## config.mk

```make
export PLATFORM = sky130hd
export DESIGN_NAME = arfga_top
export DESIGN_NICKNAME = d
export VERILOG_FILES = /design/src/design/arfga_pkg.sv /design/src/design/arfga_acc_if.sv /design/src/design/arfga_top.sv /design/src/design/arfga_accum.sv
export SDC_FILE = /design/constraint.sdc
export NUM_CORES = 1
export LEC_CHECK = 0
export BUFFER_PORTS_ARGS = -buffer_cell sky130_fd_sc_hd__buf_4
export CAP_MARGIN = 0
export CORE_ASPECT_RATIO = 0.6
export CORE_UTILIZATION = 60
export CTS_CLUSTER_SIZE = 20
export DETAILED_ROUTE_END_ITERATION = 16
export PLACE_DENSITY = 0.83
export SETUP_SLACK_MARGIN = 0.3
export SLEW_MARGIN = 20
export SYNTH_ARGS = -nofsm -noshare
export SYNTH_HDL_FRONTEND = slang
export SYNTH_SLANG_ARGS = --single-unit
```

## constraint.sdc

```tcl
create_clock -name clock_i -period 3.5 [get_ports clock_i]
set_clock_uncertainty 0.2 [all_clocks]
set_input_delay 0.7 -clock clock_i [delete_from_list [all_inputs] [get_ports clock_i]]
set_output_delay 0.7 -clock clock_i [all_outputs]
set_load 0.1 [all_outputs]
```

## src/design/arfga_pkg.sv

```systemverilog
/*
 * arfga_pkg: constants, field layout, reset values and types of the
 * converter result formatting and gain access block.
 * assumes: one system clock, registers reached over a plain byte port.
 */
package arfga_pkg;

   // ==========================================================
   // widths
   localparam int unsigned ARFGA_CODE_W = 12;
   localparam int unsigned ARFGA_SUM_W  = 16;
   localparam int unsigned ARFGA_ADDR_W = 8;
   localparam int unsigned ARFGA_DATA_W = 8;

   // ==========================================================
   // register offsets
   localparam logic [7:0] ARFGA_OFF_CONFIG  = 8'h00;
   localparam logic [7:0] ARFGA_OFF_CONTROL = 8'h01;
   localparam logic [7:0] ARFGA_OFF_RES_HI  = 8'h02;
   localparam logic [7:0] ARFGA_OFF_RES_LO  = 8'h03;
   localparam logic [7:0] ARFGA_OFF_STATUS  = 8'h04;

   // ==========================================================
   // field positions
   localparam int unsigned ARFGA_CFG_GAIN_EN_BIT  = 0;
   localparam int unsigned ARFGA_CFG_RPT_LSB      = 1;
   localparam int unsigned ARFGA_CTL_JUSTIFY_BIT  = 2;
   localparam int unsigned ARFGA_STS_BUSY_BIT     = 0;
   localparam int unsigned ARFGA_STS_NEW_BIT      = 1;
   localparam int unsigned ARFGA_STS_GCONV_BIT    = 2;
   localparam int unsigned ARFGA_STS_IDX_LSB      = 4;
   localparam int unsigned ARFGA_GAIN_NIBBLE_LSB  = 4;
   localparam int unsigned ARFGA_GAIN_ADD_BIT     = 0;
   localparam logic [7:0]  ARFGA_CFG_MASK         = 8'h07;
   localparam logic [7:0]  ARFGA_CTL_MASK         = 8'h04;

   // ==========================================================
   // indirect gain addresses
   localparam logic [7:0] ARFGA_GADDR_UPPER = 8'h04;
   localparam logic [7:0] ARFGA_GADDR_LOWER = 8'h07;
   localparam logic [7:0] ARFGA_GADDR_ADD   = 8'h08;

   // ==========================================================
   // reset values
   localparam logic [7:0]  ARFGA_CONFIG_RST  = 8'h00;
   localparam logic [7:0]  ARFGA_CONTROL_RST = 8'h00;
   localparam logic [15:0] ARFGA_RESULT_RST  = 16'h0000;
   localparam logic [7:0]  ARFGA_GUPPER_RST  = 8'h00;
   localparam logic [3:0]  ARFGA_GLOWER_RST  = 4'h0;
   localparam logic [7:0]  ARFGA_GSEL_RST    = 8'h00;

   // ==========================================================
   // types
   typedef enum logic [0:0] {ARFGA_ACC_IDLE, ARFGA_ACC_RUN} arfga_acc_state_t;

   // repeat field 0,1,2,3 -> 1,4,8,16 samples; returns index of last sample
   function automatic logic [3:0] arfga_rpt_last(input logic [1:0] rpt);
      case (rpt)
         2'h1:    arfga_rpt_last = 4'h3;
         2'h2:    arfga_rpt_last = 4'h7;
         2'h3:    arfga_rpt_last = 4'hf;
         default: arfga_rpt_last = 4'h0;
      endcase
   endfunction

endpackage

```

## src/design/arfga_acc_if.sv

```systemverilog
/*
 * arfga_acc_if: link between the register side and the accumulator.
 * assumes: both ends on the system clock.
 */
`timescale 1ns/1ps
interface arfga_acc_if;
   logic [11:0] sample;
   logic        sample_valid;
   logic [1:0]  rpt;
   logic        clear;
   logic        done;
   logic [15:0] total;
   logic        busy;
   logic [3:0]  idx;

   modport acc (input sample, sample_valid, rpt, clear, output done, total, busy, idx);
   modport ctl (output sample, sample_valid, rpt, clear, input done, total, busy, idx);
endinterface

```

## src/design/arfga_top.sv

```systemverilog
/*
 * arfga_top: result byte pair formatting, sample accumulation and
 * write-only indirect access to the three gain registers.
 * assumes: samples come from the converter core on the system clock as
 * one-cycle pulses; software uses the plain register port, one strobe
 * per cycle, read data returned in the following cycle.
 */
`timescale 1ns/1ps

// Functional notes
// - single conversion gives 12-bit code, refreshed each time
// - justify bit picks low or high alignment of a single conversion, series sums ignore it
// - unused result bits read zero after a conversion, software result writes can set them
// - series sum shown only after last sample
// - series of 4, 8, 16 samples accumulated
// - series length from config repeat field
// - constant input sum equals code shifted left
// - gain mode: high byte addresses, low loads
// - three gain registers, write only
// - gain addresses 04 upper, 07 nibble, 08 add
// - config bit 0 enables gain access mode
module arfga_top
   import arfga_pkg::*;
(
   input  wire logic        clock_i,
   input  wire logic        rst_b_i,
   input  wire logic [7:0]  addr_i,
   input  wire logic [7:0]  wr_data_i,
   input  wire logic        wr_i,
   input  wire logic        rd_i,
   output logic      [7:0]  rd_data_o,
   input  wire logic [11:0] sample_i,
   input  wire logic        sample_valid_i,
   output logic      [15:0] result_o,
   output logic             result_ready_o,
   output logic             gain_access_o,
   output logic      [7:0]  gain_upper_o,
   output logic      [3:0]  gain_lower_o,
   output logic             gain_add_o
);

   // ==========================================================
   // state
   typedef struct packed {
      logic [7:0]  config_reg;
      logic [7:0]  control_reg;
      logic [15:0] result;
      logic [7:0]  gain_sel;
      logic [7:0]  gain_upper;
      logic [3:0]  gain_lower;
      logic        gain_add;
      logic        new_flag;
      logic        gconv_flag;
      logic        ready;
      logic [7:0]  rdata;
   } arfga_top_st_t;

   arfga_top_st_t st_r;
   arfga_top_st_t st_nxt;

   arfga_acc_if acc_link ();

   // ==========================================================
   // accumulator
   arfga_accum u_accum (
      .clock_i (clock_i),
      .rst_b_i (rst_b_i),
      .acc     (acc_link)
   );

   logic        gain_en;
   logic        justify_left;
   logic [1:0]  repeat_count_field;
   logic        wr_config;
   logic        wr_control;
   logic        wr_res_hi;
   logic        wr_res_lo;
   logic        wr_status;
   logic        rd_res_lo;
   logic [15:0] formatted;
   logic [7:0]  status_byte;

   // ==========================================================
   // decode
   assign gain_en            = st_r.config_reg[ARFGA_CFG_GAIN_EN_BIT];
   assign repeat_count_field = st_r.config_reg[ARFGA_CFG_RPT_LSB +: 2];
   assign justify_left       = st_r.control_reg[ARFGA_CTL_JUSTIFY_BIT];

   assign wr_config  = wr_i && (addr_i == ARFGA_OFF_CONFIG);
   assign wr_control = wr_i && (addr_i == ARFGA_OFF_CONTROL);
   assign wr_res_hi  = wr_i && (addr_i == ARFGA_OFF_RES_HI);
   assign wr_res_lo  = wr_i && (addr_i == ARFGA_OFF_RES_LO);
   assign wr_status  = wr_i && (addr_i == ARFGA_OFF_STATUS);
   assign rd_res_lo  = rd_i && (addr_i == ARFGA_OFF_RES_LO);

   // ==========================================================
   // accumulator link
   assign acc_link.sample       = sample_i;
   assign acc_link.sample_valid = sample_valid_i;
   assign acc_link.rpt          = repeat_count_field;
   // a new series length drops any partial series
   assign acc_link.clear        = wr_config &&
                                  (wr_data_i[ARFGA_CFG_RPT_LSB +: 2] != repeat_count_field);

   // ==========================================================
   // result formatting
   always_comb begin
      if (repeat_count_field != 2'h0) begin
         formatted = acc_link.total;
      end else if (justify_left) begin
         formatted = {acc_link.total[11:0], 4'h0};
      end else begin
         formatted = {4'h0, acc_link.total[11:0]};
      end
   end

   // ==========================================================
   // status byte
   always_comb begin
      status_byte                         = 8'h00;
      status_byte[ARFGA_STS_BUSY_BIT]     = acc_link.busy;
      status_byte[ARFGA_STS_NEW_BIT]      = st_r.new_flag;
      status_byte[ARFGA_STS_GCONV_BIT]    = st_r.gconv_flag;
      status_byte[ARFGA_STS_IDX_LSB +: 4] = acc_link.idx;
   end

   // ==========================================================
   // next state
   always_comb begin
      st_nxt       = st_r;
      st_nxt.ready = 1'b0;
      st_nxt.rdata = 8'h00;

      // configuration and control
      if (wr_config) begin
         st_nxt.config_reg = wr_data_i & ARFGA_CFG_MASK;
      end
      if (wr_control) begin
         st_nxt.control_reg = wr_data_i & ARFGA_CTL_MASK;
      end

      // result pair writes or indirect gain access
      if (wr_res_hi) begin
         if (gain_en) begin
            st_nxt.gain_sel = wr_data_i;
         end else begin
            st_nxt.result[15:8] = wr_data_i;
         end
      end
      if (wr_res_lo) begin
         if (gain_en) begin
            case (st_r.gain_sel)
               ARFGA_GADDR_UPPER: begin
                  st_nxt.gain_upper = wr_data_i;
               end
               ARFGA_GADDR_LOWER: begin
                  st_nxt.gain_lower = wr_data_i[ARFGA_GAIN_NIBBLE_LSB +: 4];
               end
               ARFGA_GADDR_ADD: begin
                  st_nxt.gain_add = wr_data_i[ARFGA_GAIN_ADD_BIT];
               end
               default: begin
                  st_nxt.gain_add = st_r.gain_add;
               end
            endcase
         end else begin
            st_nxt.result[7:0] = wr_data_i;
         end
      end

      // flags: hardware set wins over software clear
      if (rd_res_lo) begin
         st_nxt.new_flag = 1'b0;
      end
      if (wr_status && wr_data_i[ARFGA_STS_GCONV_BIT]) begin
         st_nxt.gconv_flag = 1'b0;
      end
      if (sample_valid_i && gain_en) begin
         st_nxt.gconv_flag = 1'b1;
      end

      // conversion update wins over a software write
      if (acc_link.done) begin
         st_nxt.result   = formatted;
         st_nxt.new_flag = 1'b1;
         st_nxt.ready    = 1'b1;
      end

      // read data, gain registers never read back
      if (rd_i) begin
         case (addr_i)
            ARFGA_OFF_CONFIG: begin
               st_nxt.rdata = st_r.config_reg;
            end
            ARFGA_OFF_CONTROL: begin
               st_nxt.rdata = st_r.control_reg;
            end
            ARFGA_OFF_RES_HI: begin
               st_nxt.rdata = st_r.result[15:8];
            end
            ARFGA_OFF_RES_LO: begin
               st_nxt.rdata = st_r.result[7:0];
            end
            ARFGA_OFF_STATUS: begin
               st_nxt.rdata = status_byte;
            end
            default: begin
               st_nxt.rdata = 8'h00;
            end
         endcase
      end
   end

   // ==========================================================
   // registers
   always_ff @(posedge clock_i or negedge rst_b_i) begin
      if (!rst_b_i) begin
         st_r.config_reg  <= ARFGA_CONFIG_RST;
         st_r.control_reg <= ARFGA_CONTROL_RST;
         st_r.result      <= ARFGA_RESULT_RST;
         st_r.gain_sel    <= ARFGA_GSEL_RST;
         st_r.gain_upper  <= ARFGA_GUPPER_RST;
         st_r.gain_lower  <= ARFGA_GLOWER_RST;
         st_r.gain_add    <= 1'b0;
         st_r.new_flag    <= 1'b0;
         st_r.gconv_flag  <= 1'b0;
         st_r.ready       <= 1'b0;
         st_r.rdata       <= 8'h00;
      end else begin
         st_r <= st_nxt;
      end
   end

   // ==========================================================
   // outputs
   assign rd_data_o      = st_r.rdata;
   assign result_o       = st_r.result;
   assign result_ready_o = st_r.ready;
   assign gain_access_o  = st_r.config_reg[ARFGA_CFG_GAIN_EN_BIT];
   assign gain_upper_o   = st_r.gain_upper;
   assign gain_lower_o   = st_r.gain_lower;
   assign gain_add_o     = st_r.gain_add;

endmodule // arfga_top

```

## src/design/arfga_accum.sv

```systemverilog
/*
 * arfga_accum: sums a series of 1, 4, 8 or 16 samples.
 * assumes: samples arrive as one-cycle valid pulses on the system clock.
 */
`timescale 1ns/1ps
module arfga_accum
   import arfga_pkg::*;
(
   input  wire logic clock_i,
   input  wire logic rst_b_i,
   arfga_acc_if.acc  acc
);

   typedef struct packed {
      arfga_acc_state_t state;
      logic [3:0]       idx;
      logic [15:0]      sum;
      logic             done;
      logic [15:0]      total;
   } arfga_accum_st_t;

   arfga_accum_st_t st_r;
   arfga_accum_st_t st_nxt;
   logic [15:0]     sum_add;

   // ==========================================================
   // next state
   always_comb begin
      st_nxt      = st_r;
      st_nxt.done = 1'b0;
      sum_add     = 16'(st_r.sum + {4'h0, acc.sample});
      case (st_r.state)
         ARFGA_ACC_IDLE: begin
            if (acc.sample_valid) begin
               st_nxt.sum = {4'h0, acc.sample};
               if (arfga_rpt_last(acc.rpt) == 4'h0) begin
                  st_nxt.total = {4'h0, acc.sample};
                  st_nxt.done  = 1'b1;
               end else begin
                  st_nxt.idx   = 4'h1;
                  st_nxt.state = ARFGA_ACC_RUN;
               end
            end
         end
         ARFGA_ACC_RUN: begin
            if (acc.sample_valid) begin
               st_nxt.sum = sum_add;
               if (st_r.idx == arfga_rpt_last(acc.rpt)) begin
                  st_nxt.total = sum_add;
                  st_nxt.done  = 1'b1;
                  st_nxt.idx   = 4'h0;
                  st_nxt.state = ARFGA_ACC_IDLE;
               end else begin
                  st_nxt.idx = 4'(st_r.idx + 4'h1);
               end
            end
         end
         default: begin
            st_nxt.state = ARFGA_ACC_IDLE;
         end
      endcase
      if (acc.clear) begin
         st_nxt.state = ARFGA_ACC_IDLE;
         st_nxt.idx   = 4'h0;
         st_nxt.done  = 1'b0;
      end
   end

   always_ff @(posedge clock_i or negedge rst_b_i) begin
      if (!rst_b_i) begin
         st_r <= '{state: ARFGA_ACC_IDLE, idx: 4'h0, sum: ARFGA_RESULT_RST,
                   done: 1'b0, total: ARFGA_RESULT_RST};
      end else begin
         st_r <= st_nxt;
      end
   end

   assign acc.done  = st_r.done;
   assign acc.total = st_r.total;
   assign acc.busy  = (st_r.state == ARFGA_ACC_RUN);
   assign acc.idx   = st_r.idx;

endmodule // arfga_accum

```

==> run metrics, run 1 <==
status=completed; antenna-violating nets left=0; distinct cell type count after synthesis=between 50 and 60; Final TNS setup=0 ns; post-detail-place hpwl=9.59 mm; core area=0.00801 mm²; cts repair resizes=0; required time of the worst setup path=between 3 and 4 ns; clock latency on the worst-skew pair=around 0.35 ns; first-pass GRT wire length=~21 mm; Crit Path Class=input port to flop; Slew Limit Headroom=42.3%; Antenna Diode Count=0; synthesized cell area=0.00505 mm²; synth top area cells=dfrtp_1 45%, mux2_2 6.0%, buf_4 5.5%; achievable frequency=347 MHz; number of remaining DRC errors=0; router iterations before antenna repair=6; maximum VDD drop=approximately 0.00071 V; largest net degree at the start of global routing=between 90 and 100; WL final=13.4 mm; Worst-Margin Slew=between 0.8 and 0.9 ns; Worst-path clk slew=0.06 ns; clk buf depth=2; Total GRT Usage=between 30% and 40%; multi-input logic area=0.00241 mm²; Synthesized Nets=between 500 and 600; CP endpoint kind=flop; Final Hold Fails=0; Final nets=between 500 and 600; crit path time final=between 2 and 3 ns; CTS tree=built; H-tree depth=3; Synth top area share=44.6%; CTS Root Cell=clkbuf_16; Area growth syn-to-layout=12.9%; io pins=72; CP max FO=9; Yosys warnings=0; Yosys reg bits=90; final period utilization=between 80% and 90%; fraction of layout cells with a size suffix above 1=roughly a quarter; vias in the first global route=approximately 4000; Finished Layout Cells=655; total power divided by cell area=slightly above 800 mW/mm²; drt wl/cell=roughly 20 µm; RSZ-0062 raised after global routing=no; row count=25; Syn Inst Count=~510; Final Slew Violations=0; Vert. Die Dim=approximately 73 µm; Post-CTS Setup Inserts=0; syn_area_per_cell=9.89 µm²; RD Place Congestion=just under 0.9; Die X=roughly 120 µm; post-placement cell count=roughly 640; crit path DAT=about 2.9 ns; # fillers=between 600 and 700; Async SR Flop Fraction=100%; Max-Cap Viols=0; drt initial violations=between 500 and 600; total number of vias=between 4000 and 5000; initial antenna violation count=0; die footprint=between 0.008 and 0.009 mm²; Vias/cell=about 6.5; Setup Viol. Count Final=0; commonest non-fill, non-tap cell in the layout=dfrtp_1; sequential cell area fraction in the yosys report=around 45%; most frequent cells in the layout=90 x dfrtp_1, 79 x buf_4, 60 x nand2_1, 38 x o21ai_0, 29 x nand3_1; P_leak=between 2 and 3 nW; sequential cell area=~0.0023 mm²; Hold Buf Count CTS=0; I/O Buffers=slightly above 70; grt ovf=0; CP Launch Type=input port; HP Class=input port to async pin; post-synth top area cell=dfrtp_1; TritonCTS Sinks=90; top_reg_cell synth=dfrtp_1; starting density of the core=between 60 and 70%; Post-synth EDFFs=0; TritonCTS buffer count=9
==> report_power, final <==
part	switching [mW]	internal [mW]
clock	0.423	0.505
combinational	1.48	0.650
sequential	0.250	1.30
==> stage by stage <==
stage                     instance area (µm²)  hold slack [ns]  power [mW]  util, %  worst slack [ns]
after floorplan                          5050            0.194        3.16        -             0.738
after global placement                   5410            0.272        3.54     67.6             0.417
after detailed placement                 5410            0.280        3.63     67.6             0.304
after CTS                                5690            0.294        4.56     71.1             0.658
after global routing                     5700            0.293        4.82     71.2             0.513
final                                    5700            0.208        4.61     71.2             0.618
==> logic make-up (layout without fill, tap and decap cells) <==
family / after synthesis / after routing / synth area share, %
and+or+nand+nor: 165 / 165 / 16.2
muxes: 50 / 50 / 10.8
DFF: 90 / 90 / 44.6
adders and majority gates: 14 / 14 / 3.62
xor gates and xnor gates: 13 / 13 / 2.25
AOI/OAI and AO/OA: 113 / 113 / 14.7
buffers and inverters: 66 / 102 / 7.88
==> cell usage after synthesis (all sizes together) (2+ instances only) <==
cell type and count:
nor2 29, nor3b 2, or3 2, or4 6, nor2b 8, nand3 30
buf 45, o211ai 6, a22oi 21, mux2i 22, a21o 4, a32oi 4
a21oi 17, nor4 2, xnor2 8, o21a 2, clkbuf 15, inv 6
o21ai 39, and3 6, nand2b 3, xor2 5, a222oi 4, nor3 7
and2 2, mux2 27, ha 13, dfrtp 90, a31oi 5, a21boi 2
nand2 60
==> flip-flops by register name (all words and copies together) (netlist names) <==
signal,cells
result_o,16
u_accum.acc.total,16
u_accum.st_r,16
st_r,10
gain_upper_o,8
rd_data_o,8
gain_lower_o,4
u_accum.acc.idx,4
acc_link.rpt,2
gain_access_o,1
gain_add_o,1
justify_left,1
result_ready_o,1
u_accum.acc.busy,1
u_accum.acc.done,1
==> metal layers <==
| metal | GRT usage [%] | vias up | wire length (µm) |
|---|---|---|---|
| met1 | 46.0 | 2095 | 5860 |
| met3 | 10.3 | 23 | 1500 |
| li1 | - | 1874 | - |
| met4 | 6.58 | 0 | 162 |
| met5 | 0 | - | 0 |
| met2 | 48.1 | 233 | 5900 |
==> critical path, cell delays in order <==
cell	delay [ns]
buf_4	0.11
or4_4	0.54
nor3_2	0.23
and3b_1	0.47
and3_1	0.47
mux2_2	0.39
==> layout make-up <==
| class | count | area share (%) |
|---|---|---|
| clock buffers | 11 | 4.26 |
| flip-flops and latches | 90 | 39.5 |
| multi-input cells | 355 | 42.2 |
| clock inverters | 5 | 0.658 |
| well taps | 108 | 2.37 |
| inverters | 6 | 0.395 |
| repair buffers | 80 | 10.6 |
==> path summary, 6_finish.rpt <==
path                                  startpoint                     to  slack [ns]  cells after the start
setup / recovery                       addr_i[5]               st_r[26]        0.62                      6
hold / removal                           rst_b_i       u_accum.st_r[22]        0.21                      1
setup reg to reg                u_accum.st_r[17]       u_accum.st_r[31]        0.75                      9
hold reg to reg            u_accum.acc.total[12]  u_accum.acc.total[12]        0.29                      2
max in group asynchronous                rst_b_i           rd_data_o[6]        2.32                      1
min in group clock_i       u_accum.acc.total[12]  u_accum.acc.total[12]        0.29                      2
Note: power is estimated with default switching activity, not from simulation.
==> run 2: changes to the inputs <==
- CORE_UTILIZATION: 60 -> 58
- PLACE_DENSITY: 0.83 -> 0.81
- clock period: 3.5 -> 2.7 ns (I/O delays scaled with it)
==> run metrics, run 2 (synthesis results as in run 1) <==
CTS tree=built; internal power=3.38 mW; Crit Path Class=input port to flop; CP Launch Type=input port; Vias/cell=6.47; Area growth syn-to-layout=20.0%; die footprint=slightly above 0.009 mm²; starting density of the core=approximately 62%; Die X=approximately 120 µm; dpl cell area=approximately 0.0057 mm²; io pins=between 70 and 80; required time of the worst setup path=2.74 ns; crit path time final=approximately 2.4 ns; Net Sw Power=a little under 3 mW; total power=6.29 mW; Slew Limit Headroom=a little under half; maximum VDD drop=roughly 0.0010 V; clock latency on the worst-skew pair=around 0.35 ns; # fillers=552; total number of vias=about 4400; Gate power share=roughly 47%; Setup Viol. Count Final=0; clk buf depth=2; post-detail-place hpwl=between 10 and 15 mm; CP endpoint kind=flop; largest net degree at the start of global routing=44; number of remaining DRC errors=0; Register-to-Register Path Depth=9; Vert. Die Dim=about 74 µm; core area=between 0.008 and 0.009 mm²; post-route setup slack=0.313 ns; Final Hold Fails=0; dpl ws=-0.0497 ns; Worst-path clk slew=0.07 ns; CTS Root Cell=clkbuf_16; Worst-Margin Slew=around 0.80 ns; P_leak=2.91 nW; TritonCTS buffer count=9; Final nets=slightly above 600; row count=25; Max-Cap Viols=0; final period utilization=between 80% and 90%; Fin Hold WS=about 0.24 ns; CP max FO=4; HP Class=input port to flop; Sw Share=around 46%; initial antenna violation count=0; first-pass GRT wire length=21.4 mm; status=completed; I/O Buffers=roughly 70; Final Slew Violations=0; Antenna Diode Count=0; vias in the first global route=slightly above 4000; part of the power in registers=between 30% and 40%; crit path DAT=about 2.4 ns; drt wl/cell=just over 20 µm; RD Place Congestion=0.874; Finished Layout Cells=approximately 700; cell depth of the worst hold path=3; WL final=around 14 mm; Total GRT Usage=approximately a third; finished layout cell area=0.00606 mm²; RSZ-0062 raised after global routing=yes; achievable frequency=~420 MHz; total power divided by cell area=just over 1000 mW/mm²; most frequent cells in the layout=102 x buf_4, 89 x dfrtp_1, 60 x nand2_1, 35 x o21ai_0, 29 x nand3_1; antenna-violating nets left=0; fraction of layout cells with a size suffix above 1=roughly 30%; router iterations before antenna repair=5; drt initial violations=650; TritonCTS Sinks=90; Clk pwr share=21.0%; post-placement cell count=660; H-tree depth=3; grt ovf=0; commonest non-fill, non-tap cell in the layout=buf_4
==> run 2: timing repair <==
action | 4_1_cts | 5_1_grt
setup endpoints to repair | 6 | 16
buffers inserted | 2 | 1
hold buffers | 1 | 0
resized for setup | 2 | 12
hold endpoints to repair | 27 | 0
pin swaps | 3 | 2
==> run 2: power by group through the flow <==
| stage | combinational, mW | clock (mW) | sequential, mW |
|---|---|---|---|
| CTS | 2.83 | 1.33 | 2.01 |
| floorplan | 2.20 | 0 | 1.95 |
| finish | 2.93 | 1.32 | 2.03 |
| global route | 3.14 | 1.39 | 2.07 |
| global placement | 2.71 | 0 | 2.02 |
| detailed placement | 2.79 | 0 | 2.03 |
==> run 2: layout make-up <==
type                            instances  area (µm²)  area share (%)
Clock inverter                          7        83.8            1.38
Inverter                                6        22.5           0.372
Clock buffer                            9         225            3.72
Tap cell                              108         135            2.23
Sequential cell                        90        2250            37.2
Multi-Input combinational cell        355        2530            41.8
Timing Repair Buffer                  105         807            13.3
==> run 2: per-layer routing <==
metal  track usage [%]  vias to the layer above  share of wire, %
met1              47.6                     2170                45
met2              44.4                      270                42
met4              9.76                        0               1.4
met5                 0                        -                 0
met3              8.74                       26                11
li1                  -                     1933                 -
==> run 2: stage by stage <==
| step | setup TNS [ns] | util [%] |
|---|---|---|
| floorplan | 0 | - |
| global placement | 0 | 69.3 |
| detailed placement | -0.417 | 69.3 |
| CTS | 0 | 73.5 |
| global route | 0 | 74.2 |
| finish | 0 | 74.2 |
==> run 2: final timing paths <==
kind / startpoint / endpoint / slack (ns)
worst min-delay path: sample_i[10] / u_accum.st_r[27] / 0.24
worst max-delay path: addr_i[5] / gain_upper_o[6] / 0.31
worst max register to register: u_accum.st_r[17] / u_accum.acc.total[14] / 0.33
worst min register to register: u_accum.acc.total[12] / u_accum.acc.total[12] / 0.30
max in group asynchronous: rst_b_i / u_accum.acc.idx[2] / 1.20
min in group asynchronous: rst_b_i / u_accum.st_r[24] / 0.46
==> run 2: worst max-delay path: stages <==
cell and delay [ns]:
buf_4 0.11, or4_4 0.56, nor3_4 0.14, and3_4 0.22
nand3_2 0.10, nor3b_4 0.23, buf_4 0.18, mux2_2 0.34
